[src/rcsl_pkg.sv]
// constants and types for the reset cause and state logic
package rcsl_pkg;
  // reset delay timer, nominal figure and core clock rate
  localparam int DRT_TIME_MS  = 18;
  localparam int CLK_FREQ_KHZ = 200000;
  localparam int DRT_CYCLES   = DRT_TIME_MS * CLK_FREQ_KHZ;

  // register indices, byte address is four times the index
  localparam logic [3:0] IDX_IDW    = 4'h0;
  localparam logic [3:0] IDX_TMR    = 4'h1;
  localparam logic [3:0] IDX_PCL    = 4'h2;
  localparam logic [3:0] IDX_STATUS = 4'h3;
  localparam logic [3:0] IDX_PTR    = 4'h4;
  localparam logic [3:0] IDX_FIRST_PORT_LATCH  = 4'h5;
  localparam logic [3:0] IDX_SECOND_PORT_LATCH  = 4'h6;
  localparam logic [3:0] IDX_THIRD_PORT_LATCH  = 4'h7;
  localparam logic [3:0] IDX_ACC    = 4'h8;
  localparam logic [3:0] IDX_DIR    = 4'h9;
  localparam logic [3:0] IDX_OPT    = 4'ha;
  localparam logic [3:0] IDX_EVT    = 4'hb;
  localparam logic [3:0] IDX_MASK   = 4'hc;
  localparam logic [3:0] IDX_STATE  = 4'hd;

  // processor status fields
  localparam int STS_TO = 4;
  localparam int STS_PD = 3;
  localparam logic [2:0] STS_PAGE_RST = 3'h0;

  // reset values
  localparam logic [7:0] PCL_RST       = 8'hff;
  localparam logic [7:0] DIR_RST       = 8'hff;
  localparam logic [5:0] OPT_RST       = 6'h3f;
  localparam logic [7:0] PTR_SET_LARGE = 8'h80;
  localparam logic [7:0] PTR_SET_SMALL = 8'he0;

  // flag pairs {timeout_flag, powerdown_flag}
  localparam logic [1:0] FL_POR      = 2'h3;
  localparam logic [1:0] FL_PIN_WAKE = 2'h2;
  localparam logic [1:0] FL_WDT_RUN  = 2'h1;
  localparam logic [1:0] FL_WDT_WAKE = 2'h0;

  // cause event bits
  localparam int EV_POR      = 0;
  localparam int EV_PIN_RUN  = 1;
  localparam int EV_PIN_WAKE = 2;
  localparam int EV_WDT_RUN  = 3;
  localparam int EV_WDT_WAKE = 4;
  localparam int EV_N        = 5;

  localparam logic [1:0] RESP_OKAY   = 2'h0;
  localparam logic [1:0] RESP_SLVERR = 2'h2;

  typedef enum logic [1:0] {ST_RUN, ST_HOLD, ST_TIMING} rcsl_state_t;
endpackage

[src/rcsl_top.sv]
// reset cause and state logic with an axi4-lite register view
//
// Overview of operation
// - five reset causes: power-on, pin run, pin wake, watchdog run, watchdog wake.
// - pin or watchdog wake-up from halt gives a full reset, no resume.
// - retained registers are undefined after power-on, kept through other resets.
// - timeout and powerdown flags sit at status bits 4 and 3.
// - flags: power-on 11, pin run kept, pin wake 10, watchdog run 01, wake 00.
// - status page bits clear on reset; power-on 0001 1xxx, else 000q quuu.
// - direction, pc low byte and six-bit options load all ones on any reset.
// - pointer top bit set on reset, top three bits on small variant.
// - accumulator, window, timer, ports, file keep values through non-power-on reset.
// - delay timer starts only once pin is high, then releases reset.
// - watchdog time-out starts delay timer; core held while it runs.
//
// Register access over AXI4-Lite was left to the implementer.
`timescale 1ns/1ps
module rcsl_top #(
  parameter int DRT_CYCLES = rcsl_pkg::DRT_CYCLES,
  parameter bit SMALL_PTR  = 1'b0
) (
  input  wire logic        aclk,          // core clock
  input  wire logic        aresetn,       // power-on reset, active low
  input  wire logic        ext_reset_n,   // external reset pin
  input  wire logic        wdt_timeout,   // watchdog time-out pulse
  input  wire logic        sleep_active,  // core is in low-power halt
  output logic             core_reset,    // core held in reset
  output logic             irq,           // unmasked cause event
  input  wire logic [7:0]  s_axi_awaddr,  // write address
  input  wire logic        s_axi_awvalid, // write address valid
  output logic             s_axi_awready, // write address ready
  input  wire logic [31:0] s_axi_wdata,   // write data
  input  wire logic [3:0]  s_axi_wstrb,   // write strobes
  input  wire logic        s_axi_wvalid,  // write data valid
  output logic             s_axi_wready,  // write data ready
  output logic [1:0]       s_axi_bresp,   // write response
  output logic             s_axi_bvalid,  // write response valid
  input  wire logic        s_axi_bready,  // write response ready
  input  wire logic [7:0]  s_axi_araddr,  // read address
  input  wire logic        s_axi_arvalid, // read address valid
  output logic             s_axi_arready, // read address ready
  output logic [31:0]      s_axi_rdata,   // read data
  output logic [1:0]       s_axi_rresp,   // read response
  output logic             s_axi_rvalid,  // read data valid
  input  wire logic        s_axi_rready   // read data ready
);
  localparam int CW = $clog2(DRT_CYCLES + 1);
  localparam logic [CW-1:0] DRT_LAST = CW'(DRT_CYCLES - 1);
  localparam logic [7:0] PTR_SET =
    SMALL_PTR ? rcsl_pkg::PTR_SET_SMALL : rcsl_pkg::PTR_SET_LARGE;

  // refuse a timer the counter cannot serve
  if (DRT_CYCLES < 1) begin : g_chk
    $error("DRT_CYCLES must be at least 1");
  end

  typedef struct packed {
    rcsl_pkg::rcsl_state_t state;
    logic [2:0]              pin_sync;
    logic                    pin_lvl;
    logic [CW-1:0]           drt_cnt;
    logic                    core_rst;
    logic [7:0]              idw;
    logic [7:0]              tmr;
    logic [7:0]              pc_low_byte;
    logic [7:0]              status;
    logic [7:0]              ptr;
    logic [3:0]              first_port_latch;
    logic [7:0]              second_port_latch;
    logic [7:0]              third_port_latch;
    logic [7:0]              acc;
    logic [7:0]              dir;
    logic [5:0]              opt;
    logic [4:0]              evt;
    logic [4:0]              mask;
    logic                    irq;
    logic                    aw_got;
    logic [7:0]              aw_addr;
    logic                    w_got;
    logic [7:0]              w_data;
    logic                    w_lane;
    logic                    awready;
    logic                    wready;
    logic                    bvalid;
    logic [1:0]              bresp;
    logic                    arready;
    logic                    rvalid;
    logic [7:0]              rdata;
    logic [1:0]              rresp;
  } rcsl_regs_t;

  rcsl_regs_t st_r;
  rcsl_regs_t st_nxt;
  logic       wr_en;
  logic [3:0] wr_idx;
  logic       wr_ok;
  logic [3:0] rd_idx;
  logic       rd_ok;
  logic [7:0] rd_val;
  logic [4:0] ev_set;
  logic [1:0] flags;

  // register read mux
  always_comb begin
    rd_idx = s_axi_araddr[5:2];
    rd_ok  = (s_axi_araddr[7:6] == 2'h0) && (rd_idx <= rcsl_pkg::IDX_STATE);
    unique case (rd_idx)
      rcsl_pkg::IDX_IDW:    rd_val = st_r.idw;
      rcsl_pkg::IDX_TMR:    rd_val = st_r.tmr;
      rcsl_pkg::IDX_PCL:    rd_val = st_r.pc_low_byte;
      rcsl_pkg::IDX_STATUS: rd_val = st_r.status;
      rcsl_pkg::IDX_PTR:    rd_val = st_r.ptr;
      rcsl_pkg::IDX_FIRST_PORT_LATCH:  rd_val = {4'h0, st_r.first_port_latch};
      rcsl_pkg::IDX_SECOND_PORT_LATCH:  rd_val = st_r.second_port_latch;
      rcsl_pkg::IDX_THIRD_PORT_LATCH:  rd_val = st_r.third_port_latch;
      rcsl_pkg::IDX_ACC:    rd_val = st_r.acc;
      rcsl_pkg::IDX_DIR:    rd_val = st_r.dir;
      rcsl_pkg::IDX_OPT:    rd_val = {2'h0, st_r.opt};
      rcsl_pkg::IDX_EVT:    rd_val = {3'h0, st_r.evt};
      rcsl_pkg::IDX_MASK:   rd_val = {3'h0, st_r.mask};
      rcsl_pkg::IDX_STATE:  rd_val = {6'h0, st_r.pin_lvl, st_r.core_rst};
      default:              rd_val = 8'h00;
    endcase
  end

  // next state of everything
  always_comb begin
    st_nxt = st_r;
    ev_set = 5'h00;
    flags  = st_r.status[rcsl_pkg::STS_TO:rcsl_pkg::STS_PD];
    wr_idx = st_r.aw_addr[5:2];
    wr_ok  = (st_r.aw_addr[7:6] == 2'h0) && (wr_idx <= rcsl_pkg::IDX_STATE);
    wr_en  = st_r.aw_got && st_r.w_got && !st_r.bvalid;

    // pin filter: second and third stage must agree
    st_nxt.pin_sync = {st_r.pin_sync[1:0], ext_reset_n};
    if (st_r.pin_sync[1] == st_r.pin_sync[2]) begin
      st_nxt.pin_lvl = st_r.pin_sync[2];
    end

    // reset sequencer
    unique case (st_r.state)
      rcsl_pkg::ST_RUN: begin
        if (!st_r.pin_lvl) begin
          st_nxt.state = rcsl_pkg::ST_HOLD;
          if (sleep_active) begin
            flags = rcsl_pkg::FL_PIN_WAKE;
            ev_set[rcsl_pkg::EV_PIN_WAKE] = 1'b1;
          end else begin
            ev_set[rcsl_pkg::EV_PIN_RUN] = 1'b1;
          end
        end else if (wdt_timeout) begin
          st_nxt.state   = rcsl_pkg::ST_TIMING;
          st_nxt.drt_cnt = '0;
          if (sleep_active) begin
            flags = rcsl_pkg::FL_WDT_WAKE;
            ev_set[rcsl_pkg::EV_WDT_WAKE] = 1'b1;
          end else begin
            flags = rcsl_pkg::FL_WDT_RUN;
            ev_set[rcsl_pkg::EV_WDT_RUN] = 1'b1;
          end
        end
      end
      rcsl_pkg::ST_HOLD: begin
        if (st_r.pin_lvl) begin
          st_nxt.state   = rcsl_pkg::ST_TIMING;
          st_nxt.drt_cnt = '0;
        end
      end
      rcsl_pkg::ST_TIMING: begin
        if (!st_r.pin_lvl) begin
          st_nxt.state = rcsl_pkg::ST_HOLD;
        end else if (st_r.drt_cnt == DRT_LAST) begin
          st_nxt.state = rcsl_pkg::ST_RUN;
        end else begin
          st_nxt.drt_cnt = st_r.drt_cnt + CW'(1);
        end
      end
    endcase

    // write channel acceptance, either order
    if (s_axi_awvalid && st_r.awready) begin
      st_nxt.aw_got  = 1'b1;
      st_nxt.aw_addr = s_axi_awaddr;
    end
    if (s_axi_wvalid && st_r.wready) begin
      st_nxt.w_got  = 1'b1;
      st_nxt.w_data = s_axi_wdata[7:0];
      st_nxt.w_lane = s_axi_wstrb[0];
    end
    if (s_axi_bvalid && s_axi_bready) begin
      st_nxt.bvalid = 1'b0;
    end

    // register writes, low byte lane only
    if (wr_en) begin
      st_nxt.aw_got = 1'b0;
      st_nxt.w_got  = 1'b0;
      st_nxt.bvalid = 1'b1;
      st_nxt.bresp  = wr_ok ? rcsl_pkg::RESP_OKAY : rcsl_pkg::RESP_SLVERR;
      if (wr_ok && st_r.w_lane) begin
        unique case (wr_idx)
          rcsl_pkg::IDX_IDW:    st_nxt.idw = st_r.w_data;
          rcsl_pkg::IDX_TMR:    st_nxt.tmr = st_r.w_data;
          rcsl_pkg::IDX_PCL:    st_nxt.pc_low_byte = st_r.w_data;
          rcsl_pkg::IDX_STATUS: begin
            st_nxt.status[7:5] = st_r.w_data[7:5];
            st_nxt.status[2:0] = st_r.w_data[2:0];
          end
          rcsl_pkg::IDX_PTR:    st_nxt.ptr   = st_r.w_data;
          rcsl_pkg::IDX_FIRST_PORT_LATCH:  st_nxt.first_port_latch = st_r.w_data[3:0];
          rcsl_pkg::IDX_SECOND_PORT_LATCH:  st_nxt.second_port_latch = st_r.w_data;
          rcsl_pkg::IDX_THIRD_PORT_LATCH:  st_nxt.third_port_latch = st_r.w_data;
          rcsl_pkg::IDX_ACC:    st_nxt.acc   = st_r.w_data;
          rcsl_pkg::IDX_DIR:    st_nxt.dir   = st_r.w_data;
          rcsl_pkg::IDX_OPT:    st_nxt.opt   = st_r.w_data[5:0];
          rcsl_pkg::IDX_MASK:   st_nxt.mask  = st_r.w_data[4:0];
          default: ;
        endcase
      end
    end

    // event bits: set wins over write-one-to-clear
    if (wr_en && wr_ok && st_r.w_lane && wr_idx == rcsl_pkg::IDX_EVT) begin
      st_nxt.evt = st_r.evt & ~st_r.w_data[4:0];
    end
    st_nxt.evt = st_nxt.evt | ev_set;
    st_nxt.irq = |(st_nxt.evt & st_nxt.mask);

    // read channel
    if (s_axi_rvalid && s_axi_rready) begin
      st_nxt.rvalid = 1'b0;
    end
    if (s_axi_arvalid && st_r.arready) begin
      st_nxt.rvalid = 1'b1;
      st_nxt.rdata  = rd_ok ? rd_val : 8'h00;
      st_nxt.rresp  = rd_ok ? rcsl_pkg::RESP_OKAY : rcsl_pkg::RESP_SLVERR;
    end

    // flags written only at reset entry, kept otherwise
    st_nxt.status[rcsl_pkg::STS_TO:rcsl_pkg::STS_PD] = flags;

    // reset values held while the core is in reset
    st_nxt.core_rst = (st_nxt.state != rcsl_pkg::ST_RUN);
    if (st_nxt.core_rst) begin
      st_nxt.pc_low_byte         = rcsl_pkg::PCL_RST;
      st_nxt.dir         = rcsl_pkg::DIR_RST;
      st_nxt.opt         = rcsl_pkg::OPT_RST;
      st_nxt.status[7:5] = rcsl_pkg::STS_PAGE_RST;
      st_nxt.ptr         = st_nxt.ptr | PTR_SET;
    end

    // power-on: retained fields are left as they were (undefined)
    if (!aresetn) begin
      st_nxt.state    = rcsl_pkg::ST_HOLD;
      st_nxt.pin_sync = 3'h0;
      st_nxt.pin_lvl  = 1'b0;
      st_nxt.drt_cnt  = '0;
      st_nxt.core_rst = 1'b1;
      st_nxt.pc_low_byte      = rcsl_pkg::PCL_RST;
      st_nxt.dir      = rcsl_pkg::DIR_RST;
      st_nxt.opt      = rcsl_pkg::OPT_RST;
      st_nxt.status   = {rcsl_pkg::STS_PAGE_RST, rcsl_pkg::FL_POR, st_r.status[2:0]};
      st_nxt.ptr      = st_r.ptr | PTR_SET;
      st_nxt.evt      = 5'h01 << rcsl_pkg::EV_POR;
      st_nxt.mask     = 5'h00;
      st_nxt.irq      = 1'b0;
      st_nxt.aw_got   = 1'b0;
      st_nxt.aw_addr  = 8'h00;
      st_nxt.w_got    = 1'b0;
      st_nxt.w_data   = 8'h00;
      st_nxt.w_lane   = 1'b0;
      st_nxt.bvalid   = 1'b0;
      st_nxt.bresp    = rcsl_pkg::RESP_OKAY;
      st_nxt.rvalid   = 1'b0;
      st_nxt.rdata    = 8'h00;
      st_nxt.rresp    = rcsl_pkg::RESP_OKAY;
    end
    st_nxt.awready = aresetn && !st_nxt.aw_got && !st_nxt.bvalid;
    st_nxt.wready  = aresetn && !st_nxt.w_got && !st_nxt.bvalid;
    st_nxt.arready = aresetn && !st_nxt.rvalid;
  end

  // state register
  always_ff @(posedge aclk) begin
    st_r <= st_nxt;
  end

  // outputs straight from the state register
  assign core_reset    = st_r.core_rst;
  assign irq           = st_r.irq;
  assign s_axi_awready = st_r.awready;
  assign s_axi_wready  = st_r.wready;
  assign s_axi_bvalid  = st_r.bvalid;
  assign s_axi_bresp   = st_r.bresp;
  assign s_axi_arready = st_r.arready;
  assign s_axi_rvalid  = st_r.rvalid;
  assign s_axi_rresp   = st_r.rresp;
  assign s_axi_rdata   = {24'h000000, st_r.rdata};

  logic run_r;
  assign run_r = (st_r.state == rcsl_pkg::ST_RUN);

  // checks on cause recording and reset values
  pin_wake_a: assert property (@(posedge aclk) disable iff (!aresetn)
    run_r && !st_r.pin_lvl && sleep_active |=> st_r.status[4:3] == 2'h2 && core_reset)
    else $error("pin wake flags wrong");
  pin_run_a: assert property (@(posedge aclk) disable iff (!aresetn)
    run_r && !st_r.pin_lvl && !sleep_active |=> $stable(st_r.status[4:3]))
    else $error("pin run changed flags");
  wdt_run_a: assert property (@(posedge aclk) disable iff (!aresetn)
    run_r && st_r.pin_lvl && wdt_timeout && !sleep_active
    |=> st_r.status[4:3] == 2'h1 && st_r.state == rcsl_pkg::ST_TIMING)
    else $error("watchdog run flags wrong");
  wdt_wake_a: assert property (@(posedge aclk) disable iff (!aresetn)
    run_r && st_r.pin_lvl && wdt_timeout && sleep_active
    |=> st_r.status[4:3] == 2'h0 && core_reset)
    else $error("watchdog wake flags wrong");
  flags_hold_a: assert property (@(posedge aclk) disable iff (!aresetn)
    core_reset && $past(core_reset) |-> $stable(st_r.status[4:3]))
    else $error("flags moved during reset");
  reset_vals_a: assert property (@(posedge aclk) disable iff (!aresetn)
    core_reset |-> st_r.pc_low_byte == 8'hff && st_r.dir == 8'hff && st_r.opt == 6'h3f)
    else $error("reset values not loaded");
  status_ptr_a: assert property (@(posedge aclk) disable iff (!aresetn)
    core_reset |-> st_r.status[7:5] == 3'h0 && (st_r.ptr & PTR_SET) == PTR_SET)
    else $error("status or pointer top wrong");
  timer_gate_a: assert property (@(posedge aclk) disable iff (!aresetn)
    st_r.state == rcsl_pkg::ST_HOLD && !st_r.pin_lvl |=> st_r.state == rcsl_pkg::ST_HOLD)
    else $error("timer ran with pin low");
  retain_a: assert property (@(posedge aclk) disable iff (!aresetn)
    run_r && !st_r.pin_lvl && !wr_en |=> $stable(st_r.acc) && $stable(st_r.second_port_latch))
    else $error("retained register changed");
  event_set_a: assert property (@(posedge aclk) disable iff (!aresetn)
    ev_set != 5'h00 |=> ($past(ev_set) & ~st_r.evt) == 5'h00 && irq == |(st_r.evt & st_r.mask))
    else $error("cause event lost");
endmodule

[config.mk]
export PLATFORM = sky130hd
export DESIGN_NAME = rcsl_top
export DESIGN_NICKNAME = d
export VERILOG_FILES = /design/src/rcsl_pkg.sv /design/src/rcsl_top.sv
export SDC_FILE = /design/constraint.sdc
export NUM_CORES = 1
export LEC_CHECK = 0
export BUFFER_PORTS_ARGS = -buffer_cell sky130_fd_sc_hd__buf_4
export CAP_MARGIN = 5
export CELL_PAD_IN_SITES_DETAIL_PLACEMENT = 0
export CELL_PAD_IN_SITES_GLOBAL_PLACEMENT = 1
export CORE_ASPECT_RATIO = 0.6
export CORE_MARGIN = 5
export CORE_UTILIZATION = 44
export CTS_CLUSTER_DIAMETER = 40
export DETAILED_ROUTE_END_ITERATION = 10
export MAX_ROUTING_LAYER = met4
export PLACE_DENSITY = 0.9
export SYNTH_ARGS = -nofsm -noshare
export SYNTH_HDL_FRONTEND = slang
export SYNTH_SLANG_ARGS = --single-unit
[constraint.sdc]
create_clock -name aclk -period 2.65 [get_ports aclk]
set_input_delay 0 -clock aclk [delete_from_list [all_inputs] [get_ports aclk]]
set_output_delay 0 -clock aclk [all_outputs]
set_load 0.02 [all_outputs]
==> key figures, run 1 <==
Place
  – PortBufs: 47
  – Detailed Place HPWL: 12.0 mm
  – RD Place Congestion: 0.890

Layout
  – Reg area: roughly 0.0036 mm²
  – Area taken by multi-input logic gates: roughly 0.0029 mm²
  – Share of layout cells above drive strength 1: 15.2%
  – # fillers: 1356
  – Area delta synth->final: 18.2%
  – Final layout net count: 828
  – Inserted Diodes: 0

Drt
  – DRT Pass-1 Iters: 5
  – Total Wirelength: 17.5 mm
  – Antenna-violating nets left: 0
  – Routed WL per cell: 17.9 µm
  – Remaining DRCs: 0
  – Drt via density: approximately 5.6
  – Vias: 5428
  – DRT iter0 DRCs: between 500 and 600

Worst setup path
  – Crit end category: flop
  – CP max FO: 27
  – Crit start category: flop
  – Required time of the worst setup path: between 3 and 4 ns
  – CP Data Arrival Time: 2.80 ns
  – Critical path class: reg2reg

CTS
  – H-Tree Depth: 4
  – Clk slew on worst S/H paths: 0.07 ns
  – CTS tree: yes
  – Clk root buf: clkbuf_16
  – Sink Count: 154
  – Clock Path Buffers: 2
  – Clk Latency, worst-skew pair: ~0.42 ns
  – CTS buffer count: 17

Power and ir drop
  – Clock power frac: 42.7%
  – Sw frac: 26.0%
  – Power density cells: 637 mW/mm²
  – Gate power share: 8.9%
  – Overall power: 0.00523 W
  – Psw: ~0.0014 W
  – Static leakage: 3.15 nW
  – Reg power frac: 48.4%
  – Int Power: 0.00387 W
  – Worst vdd ir: approximately 0.40 mV

Floorplanning
  – Starting Density: between 40% and 50%
  – Die width: 172 µm
  – Number of I/O pins: approximately 110
  – CORE AREA: between 0.015 and 0.02 mm²
  – Die extent in y: 107 µm
  – Rows: 35
  – Die ar.: 0.0185 mm²

Timing
  – Crit share post-route: 92.2%
  – Worst Hold Margin: 0.0452 ns
  – Crit path time final: 2.44 ns
  – Final setup viols: 0
  – Slew headroom: 47.9%
  – Max Freq: 409 MHz
  – Worst Skew: 0.0106 ns
  – RSZ-0062 raised after global routing: false
  – Fin. max-slew vios: 0
  – Worst-Margin Slew: 0.780 ns
  – Final hold viol count: 0
  – Total Neg Setup Slack: 0 ns

Yosys
  – Sequential fraction of the synthesis area: 52.2%
  – Most common flop cell mapped by yosys: dfxtp_1
  – Post-synth EDFFs: 54
  – Cell Area, Synth: 0.00694 mm²
  – Cells after Synth: ~700
  – Post-synth top area share: ~29%
  – Yosys warns: 0
  – Post-synth top area cell: dfxtp_1
  – Avg Inst Size Synth: around 10 µm²
  – Unique masters post-synth: 70
  – #FFs+latches synth: around 150
  – Top post-synthesis cells by area: dfxtp_1 29%, edfxtp_1 23%, mux2i_1 6.9%
  – Asr flop ratio synth: 0%

Global route
  – GRT Overall Usage: 19.8%
  – Number of global-route vias before repair: 5232
  – Largest net degree at the start of global routing: 43
  – First-pass GRT wire length: between 20 and 30 mm
  – Initial antenna violation count: 0
  – Grt total ovfl: 0

Min path
  – Hold Crit Class: in2reg

Job
  – Max Cap Viol: 0

Run status
  – Outcome: finished clean
-- placed cells by master, fill, tap and decap left out, types with 8 or more instances in the layout --
cell             n
nand4_1          8
clkbuf_16       17
nor3_1          13
edfxtp_1        54
conb_1          26
xor2_1          11
buf_4           65
and3_1          15
a22oi_1         10
inv_1           13
dlygate4sd3_1   30
and2_1           8
a21oi_1         38
nand2_1         85
mux2i_1         48
nand2b_1         8
nand3_1         25
dfxtp_1        100
o21ai_0         17
nor2b_1         13
nor2_1          55
-- layer usage --
metal | vias to the layer above | part of all wire, % | track usage, %
met2 | 267 | 41 | 27.8
met5 | - | 0 | -
met1 | 2576 | 47 | 28.7
met3 | 24 | 10 | 4.26
li1 | 2561 | - | -
met4 | 0 | 1.2 | 6.00
-- cell families after synthesis --
kind of cell	after synthesis	share of synthesized area (%)
multiplexers	58	8.92
buffers and inverters	89	6.99
other	1	0.0540
XOR/XNOR	17	2.14
AND/OR/NAND/NOR	261	18.4
flip-flops	154	52.2
adder cells (fa/ha/maj)	4	0.721
AO/OA/AOI/OAI	113	10.6
-- critical path, stage by stage (launching register included) --
cell and delay [ns]:
dfxtp_1 0.44, ha_1 0.28, and4_1 0.42, and3_1 0.33
o21ai_0 0.21, a211oi_2 0.31, buf_12 0.22, nor2b_1 0.16
-- power groups by stage --
stage | Sequential, W | Combinational, W | Clock, W
6_report | 0.00253 | 0.000467 | 0.00223
5_1_grt | 0.00253 | 0.000511 | 0.00237
4_1_cts | 0.00253 | 0.000462 | 0.00227
3_5_place_dp | 0.00258 | 0.000428 | 0
3_3_place_gp | 0.00257 | 0.000414 | 0
2_1_floorplan | 0.00257 | 0.000314 | 0
-- per-stage QoR --
step,utilization (%),cells,cell area [µm²],worst slack (ns)
6_report,53.2,978,8210,0.206
5_1_grt,53.2,978,8210,0.110
4_1_cts,53.2,978,8210,0.277
3_5_place_dp,47.8,916,7370,0.312
3_3_place_gp,47.8,916,7370,0.418
2_1_floorplan,-,722,7040,0.277
-- synth_stat cells (8+ instances only) --
cell type    n
nand3_1     25
nor3_1      13
nand4_1      8
mux2i_1     48
clkbuf_1    26
edfxtp_1    54
buf_4       36
xor2_1      11
nor2b_1     13
and2_1       8
nand2_1     85
inv_1       13
o21ai_0     18
dfxtp_1    100
nor2_1      55
nand2b_1     8
a21oi_1     38
and3_1      15
a22oi_1     10
-- sequential cells by signal, indices dropped and copies added, names as in the netlist --
name and flops:
st_r 137, s_axi_rdata 8, core_reset 1, irq 1, s_axi_arready 1, s_axi_awready 1
s_axi_bresp 1, s_axi_bvalid 1, s_axi_rresp 1, s_axi_rvalid 1, s_axi_wready 1
-- final timing paths --
check	slack [ns]	from	depth (start not counted)	to
max reg2reg	0.21	st_r[130]$_SDFFE_PN0P_	7	st_r[103]$_SDFFE_PP0P_
max	0.21	st_r[130]$_SDFFE_PN0P_	7	st_r[103]$_SDFFE_PP0P_
min reg2reg	0.43	st_r[153]$_SDFF_PN0_	1	st_r[154]$_SDFF_PN0_
min	0.05	wdt_timeout	3	st_r[100]$_SDFFE_PN1P_
-- repair_timing --
item                                   in CTS  in global routing
setup buffers                               0                  0
hold buffers                               30                  0
endpoints found under the hold margin      35                  0
resized for setup                           0                  0
-- final cells by class --
type,instances,share of cell area [%]
Multi-Input combinational cell,479,35.7
Clock inverter,15,1.42
Tap cell,203,3.09
Clock buffer,17,5.18
Timing Repair Buffer,96,9.85
Sequential cell,154,44.1
Inverter,14,0.640
Note: power is estimated with default switching activity, not from simulation.
==> run 2, diff against run 1 <==
Settings changed: REMOVE_ABC_BUFFERS set to 1.
==> key figures, run 2 (synthesized netlist as in run 1, its figures left out) <==
Timing
  – Worst-Margin Slew: 0.698 ns (-0.0818 ns)
  – Total Neg Setup Slack: 0 ns (unchanged)
  – Slew headroom: 53.4% (+5.5 points)
  – RSZ-0062 raised after global routing: false
  – Crit share post-route: 90.3% (-2.0 points)
  – Fin. max-slew vios: 0 (unchanged)
  – Final setup viols: 0 (unchanged)
  – Final hold viol count: 0 (unchanged)
  – Crit path time final: 2.39 ns (-0.0521 ns)
  – Max Freq: 418 MHz (+2.2%)
  – Worst Skew: 0.0127 ns (+0.00216 ns)

Floorplanning
  – Die ar.: 0.0185 mm² (unchanged)
  – Number of I/O pins: 105 (unchanged)
  – Die width: 172 µm (unchanged)
  – Rows: 35 (unchanged)
  – Die extent in y: 107 µm (unchanged)
  – CORE AREA: 0.0154 mm² (unchanged)
  – Starting Density: 45.0% (unchanged)

Worst setup path
  – CP max FO: 27 (unchanged)
  – Required time of the worst setup path: 3.01 ns (about the same)
  – CP Data Arrival Time: 2.75 ns (-0.05 ns)
  – CP Buf/Inv Count: 1 (unchanged)
  – Crit-path max cell delay: 0.43 ns (about the same)
  – Delay-heaviest family, CP: simple AND/OR/NAND/NOR gates
  – Critical path class: reg2reg
  – CP cell instances: ha_1 > and4_1 > and3_1 > o21ai_0 > a211oi_2 > buf_12 > nor2b_1
  – Crit end category: flop
  – Slowest CP cell: dfxtp_1
  – Crit start category: flop

Layout
  – Most common cell after layout, fill and taps aside: dfxtp_1
  – Share of layout cells above drive strength 1: 15.4% (+0.22 points)
  – Final layout net count: 830 (+0.24%)
  – Top reg by flops: st_r
  – Area delta synth->final: 18.7%
  – # fillers: 1320 (-2.7%)
  – Max reg flops: 137 (unchanged)
  – Commonest non-fill, non-tap cells in the layout: 100 x dfxtp_1, 85 x nand2_1, 67 x buf_4

Power and ir drop
  – Int Power: 0.00390 W (+0.74%)
  – Sw frac: 26.5% (+0.48 points)
  – Clock power frac: 43.4% (+0.7 points)
  – Worst vdd ir: 0.417 mV (+3.6%)
  – Gate power share: 9.0% (about the same)
  – Psw: 0.00140 W (+3.3%)
  – Reg power frac: 47.6% (-0.8 points)
  – Power density cells: 644 mW/mm² (+0.98%)
  – Overall power: 0.00530 W (+1.4%)
  – Static leakage: 3.18 nW (+0.75%)

CTS
  – Clk root buf: clkbuf_16
  – CTS buffer count: 17 (unchanged)
  – Clk Latency, worst-skew pair: 0.43 ns (about the same)
  – CTS tree: yes
  – Sink Count: 154 (unchanged)
  – Clk slew on worst S/H paths: 0.07 ns (about the same)
  – Clock Path Buffers: 2 (unchanged)
  – H-Tree Depth: 4 (unchanged)
  – # Post-CTS Setup Buffers: 0 (unchanged)

Drt
  – DRT iter0 DRCs: 566 (+8.6%)
  – Antenna-violating nets left: 0 (unchanged)
  – Total Wirelength: 17.8 mm (+1.7%)
  – Vias: 5455 (+0.50%)
  – Remaining DRCs: 0 (unchanged)
  – DRT Pass-1 Iters: 5 (unchanged)
  – Routed WL per cell: 18.2 µm (+1.3%)
  – Drt via density: 5.56 (+0.19%)

Place
  – PortBufs: 47 (unchanged)
  – Detailed Place HPWL: 12.1 mm (+0.91%)
  – RD Place Congestion: 0.903 (+1.5%)

Run status
  – Outcome: finished clean

Global route
  – Number of global-route vias before repair: 5311 (+1.5%)
  – Initial antenna violation count: 1 (+1)
  – Grt total ovfl: 0 (unchanged)
  – GRT Overall Usage: 20.1% (+0.28 points)
  – First-pass GRT wire length: 27.9 mm (+0.90%)
  – Largest net degree at the start of global routing: 37 (-14%)

Min path
  – Hold Crit Class: in2reg

Job
  – Max Cap Viol: 0 (unchanged)
==> run 2: changes by cell type in the layout (fill, tap and decap cells not counted), sizes merged <==
cell and change:
clkinv -1, buf +2, clkbuf +1, clkinvlp -2, inv +2, diode +1
==> run 2: path summary, 6_finish.rpt <==
check / depth (start not counted) / slack (ns) / from / end
min: 4 / 0.05 / s_axi_wvalid / st_r[17]$_SDFFE_PN0P_
max: 7 / 0.26 / st_r[130]$_SDFFE_PN0P_ / st_r[102]$_SDFFE_PP0P_
max reg2reg: 7 / 0.26 / st_r[130]$_SDFFE_PN0P_ / st_r[102]$_SDFFE_PP0P_
min reg2reg: 1 / 0.43 / st_r[153]$_SDFF_PN0_ / st_r[154]$_SDFF_PN0_
==> run 2: area by class of cell <==
class	instances	area, µm²	share of cell area [%]
sequential	154	3620	44.0
multi-input combinational	479	2930	35.5
timing repair buffer	98	823	9.99
clock buffer	18	429	5.21
tap	203	254	3.08
clock inverter	14	129	1.56
inverter	14	52.6	0.638
antenna	1	2.50	0.0304
==> run 2: power by group through the flow <==
stage / clock [W] / combinational, W / sequential, W
final: 0.00230 / 0.000476 / 0.00252
after floorplan: 0 / 0.000229 / 0.00258
after CTS: 0.00234 / 0.000469 / 0.00252
after global routing: 0.00244 / 0.000516 / 0.00253
after detailed placement: 0 / 0.000435 / 0.00257
after global placement: 0 / 0.000420 / 0.00257
==> run 2: what timing repair did <==
action                                 CTS  global route
hold buffers                            30             0
resized for setup                        0             0
endpoints found under the hold margin   35             0
==> run 2: tightest hold or removal path, cell delays in order <==
cell	delay (ns)
buf_4	0.08
nand2_1	0.16
nand2_1	0.12
a21oi_1	0.05
==> run 2: per-layer routing <==
metal | vias up | global-route usage (%) | routed length, µm
li1 | 2553 | - | -
met1 | 2612 | 29.3 | 8350
met2 | 270 | 27.9 | 7590
met3 | 20 | 4.66 | 1730
met4 | 0 | 5.55 | 175
met5 | - | - | 0
==> run 2: through the flow <==
stage / hold slack (ns) / worst slack (ns) / util, % / instances / instance area [µm²]
2_1_floorplan: 0.0619 / 0.257 / - / 647 / 6600
3_3_place_gp: 0.224 / 0.432 / 47.9 / 918 / 7380
3_5_place_dp: 0.226 / 0.374 / 47.9 / 918 / 7380
4_1_cts: 0.0491 / 0.347 / 53.4 / 980 / 8240
5_1_grt: 0.0824 / 0.178 / 53.5 / 981 / 8240
6_report: 0.0491 / 0.258 / 53.5 / 981 / 8240
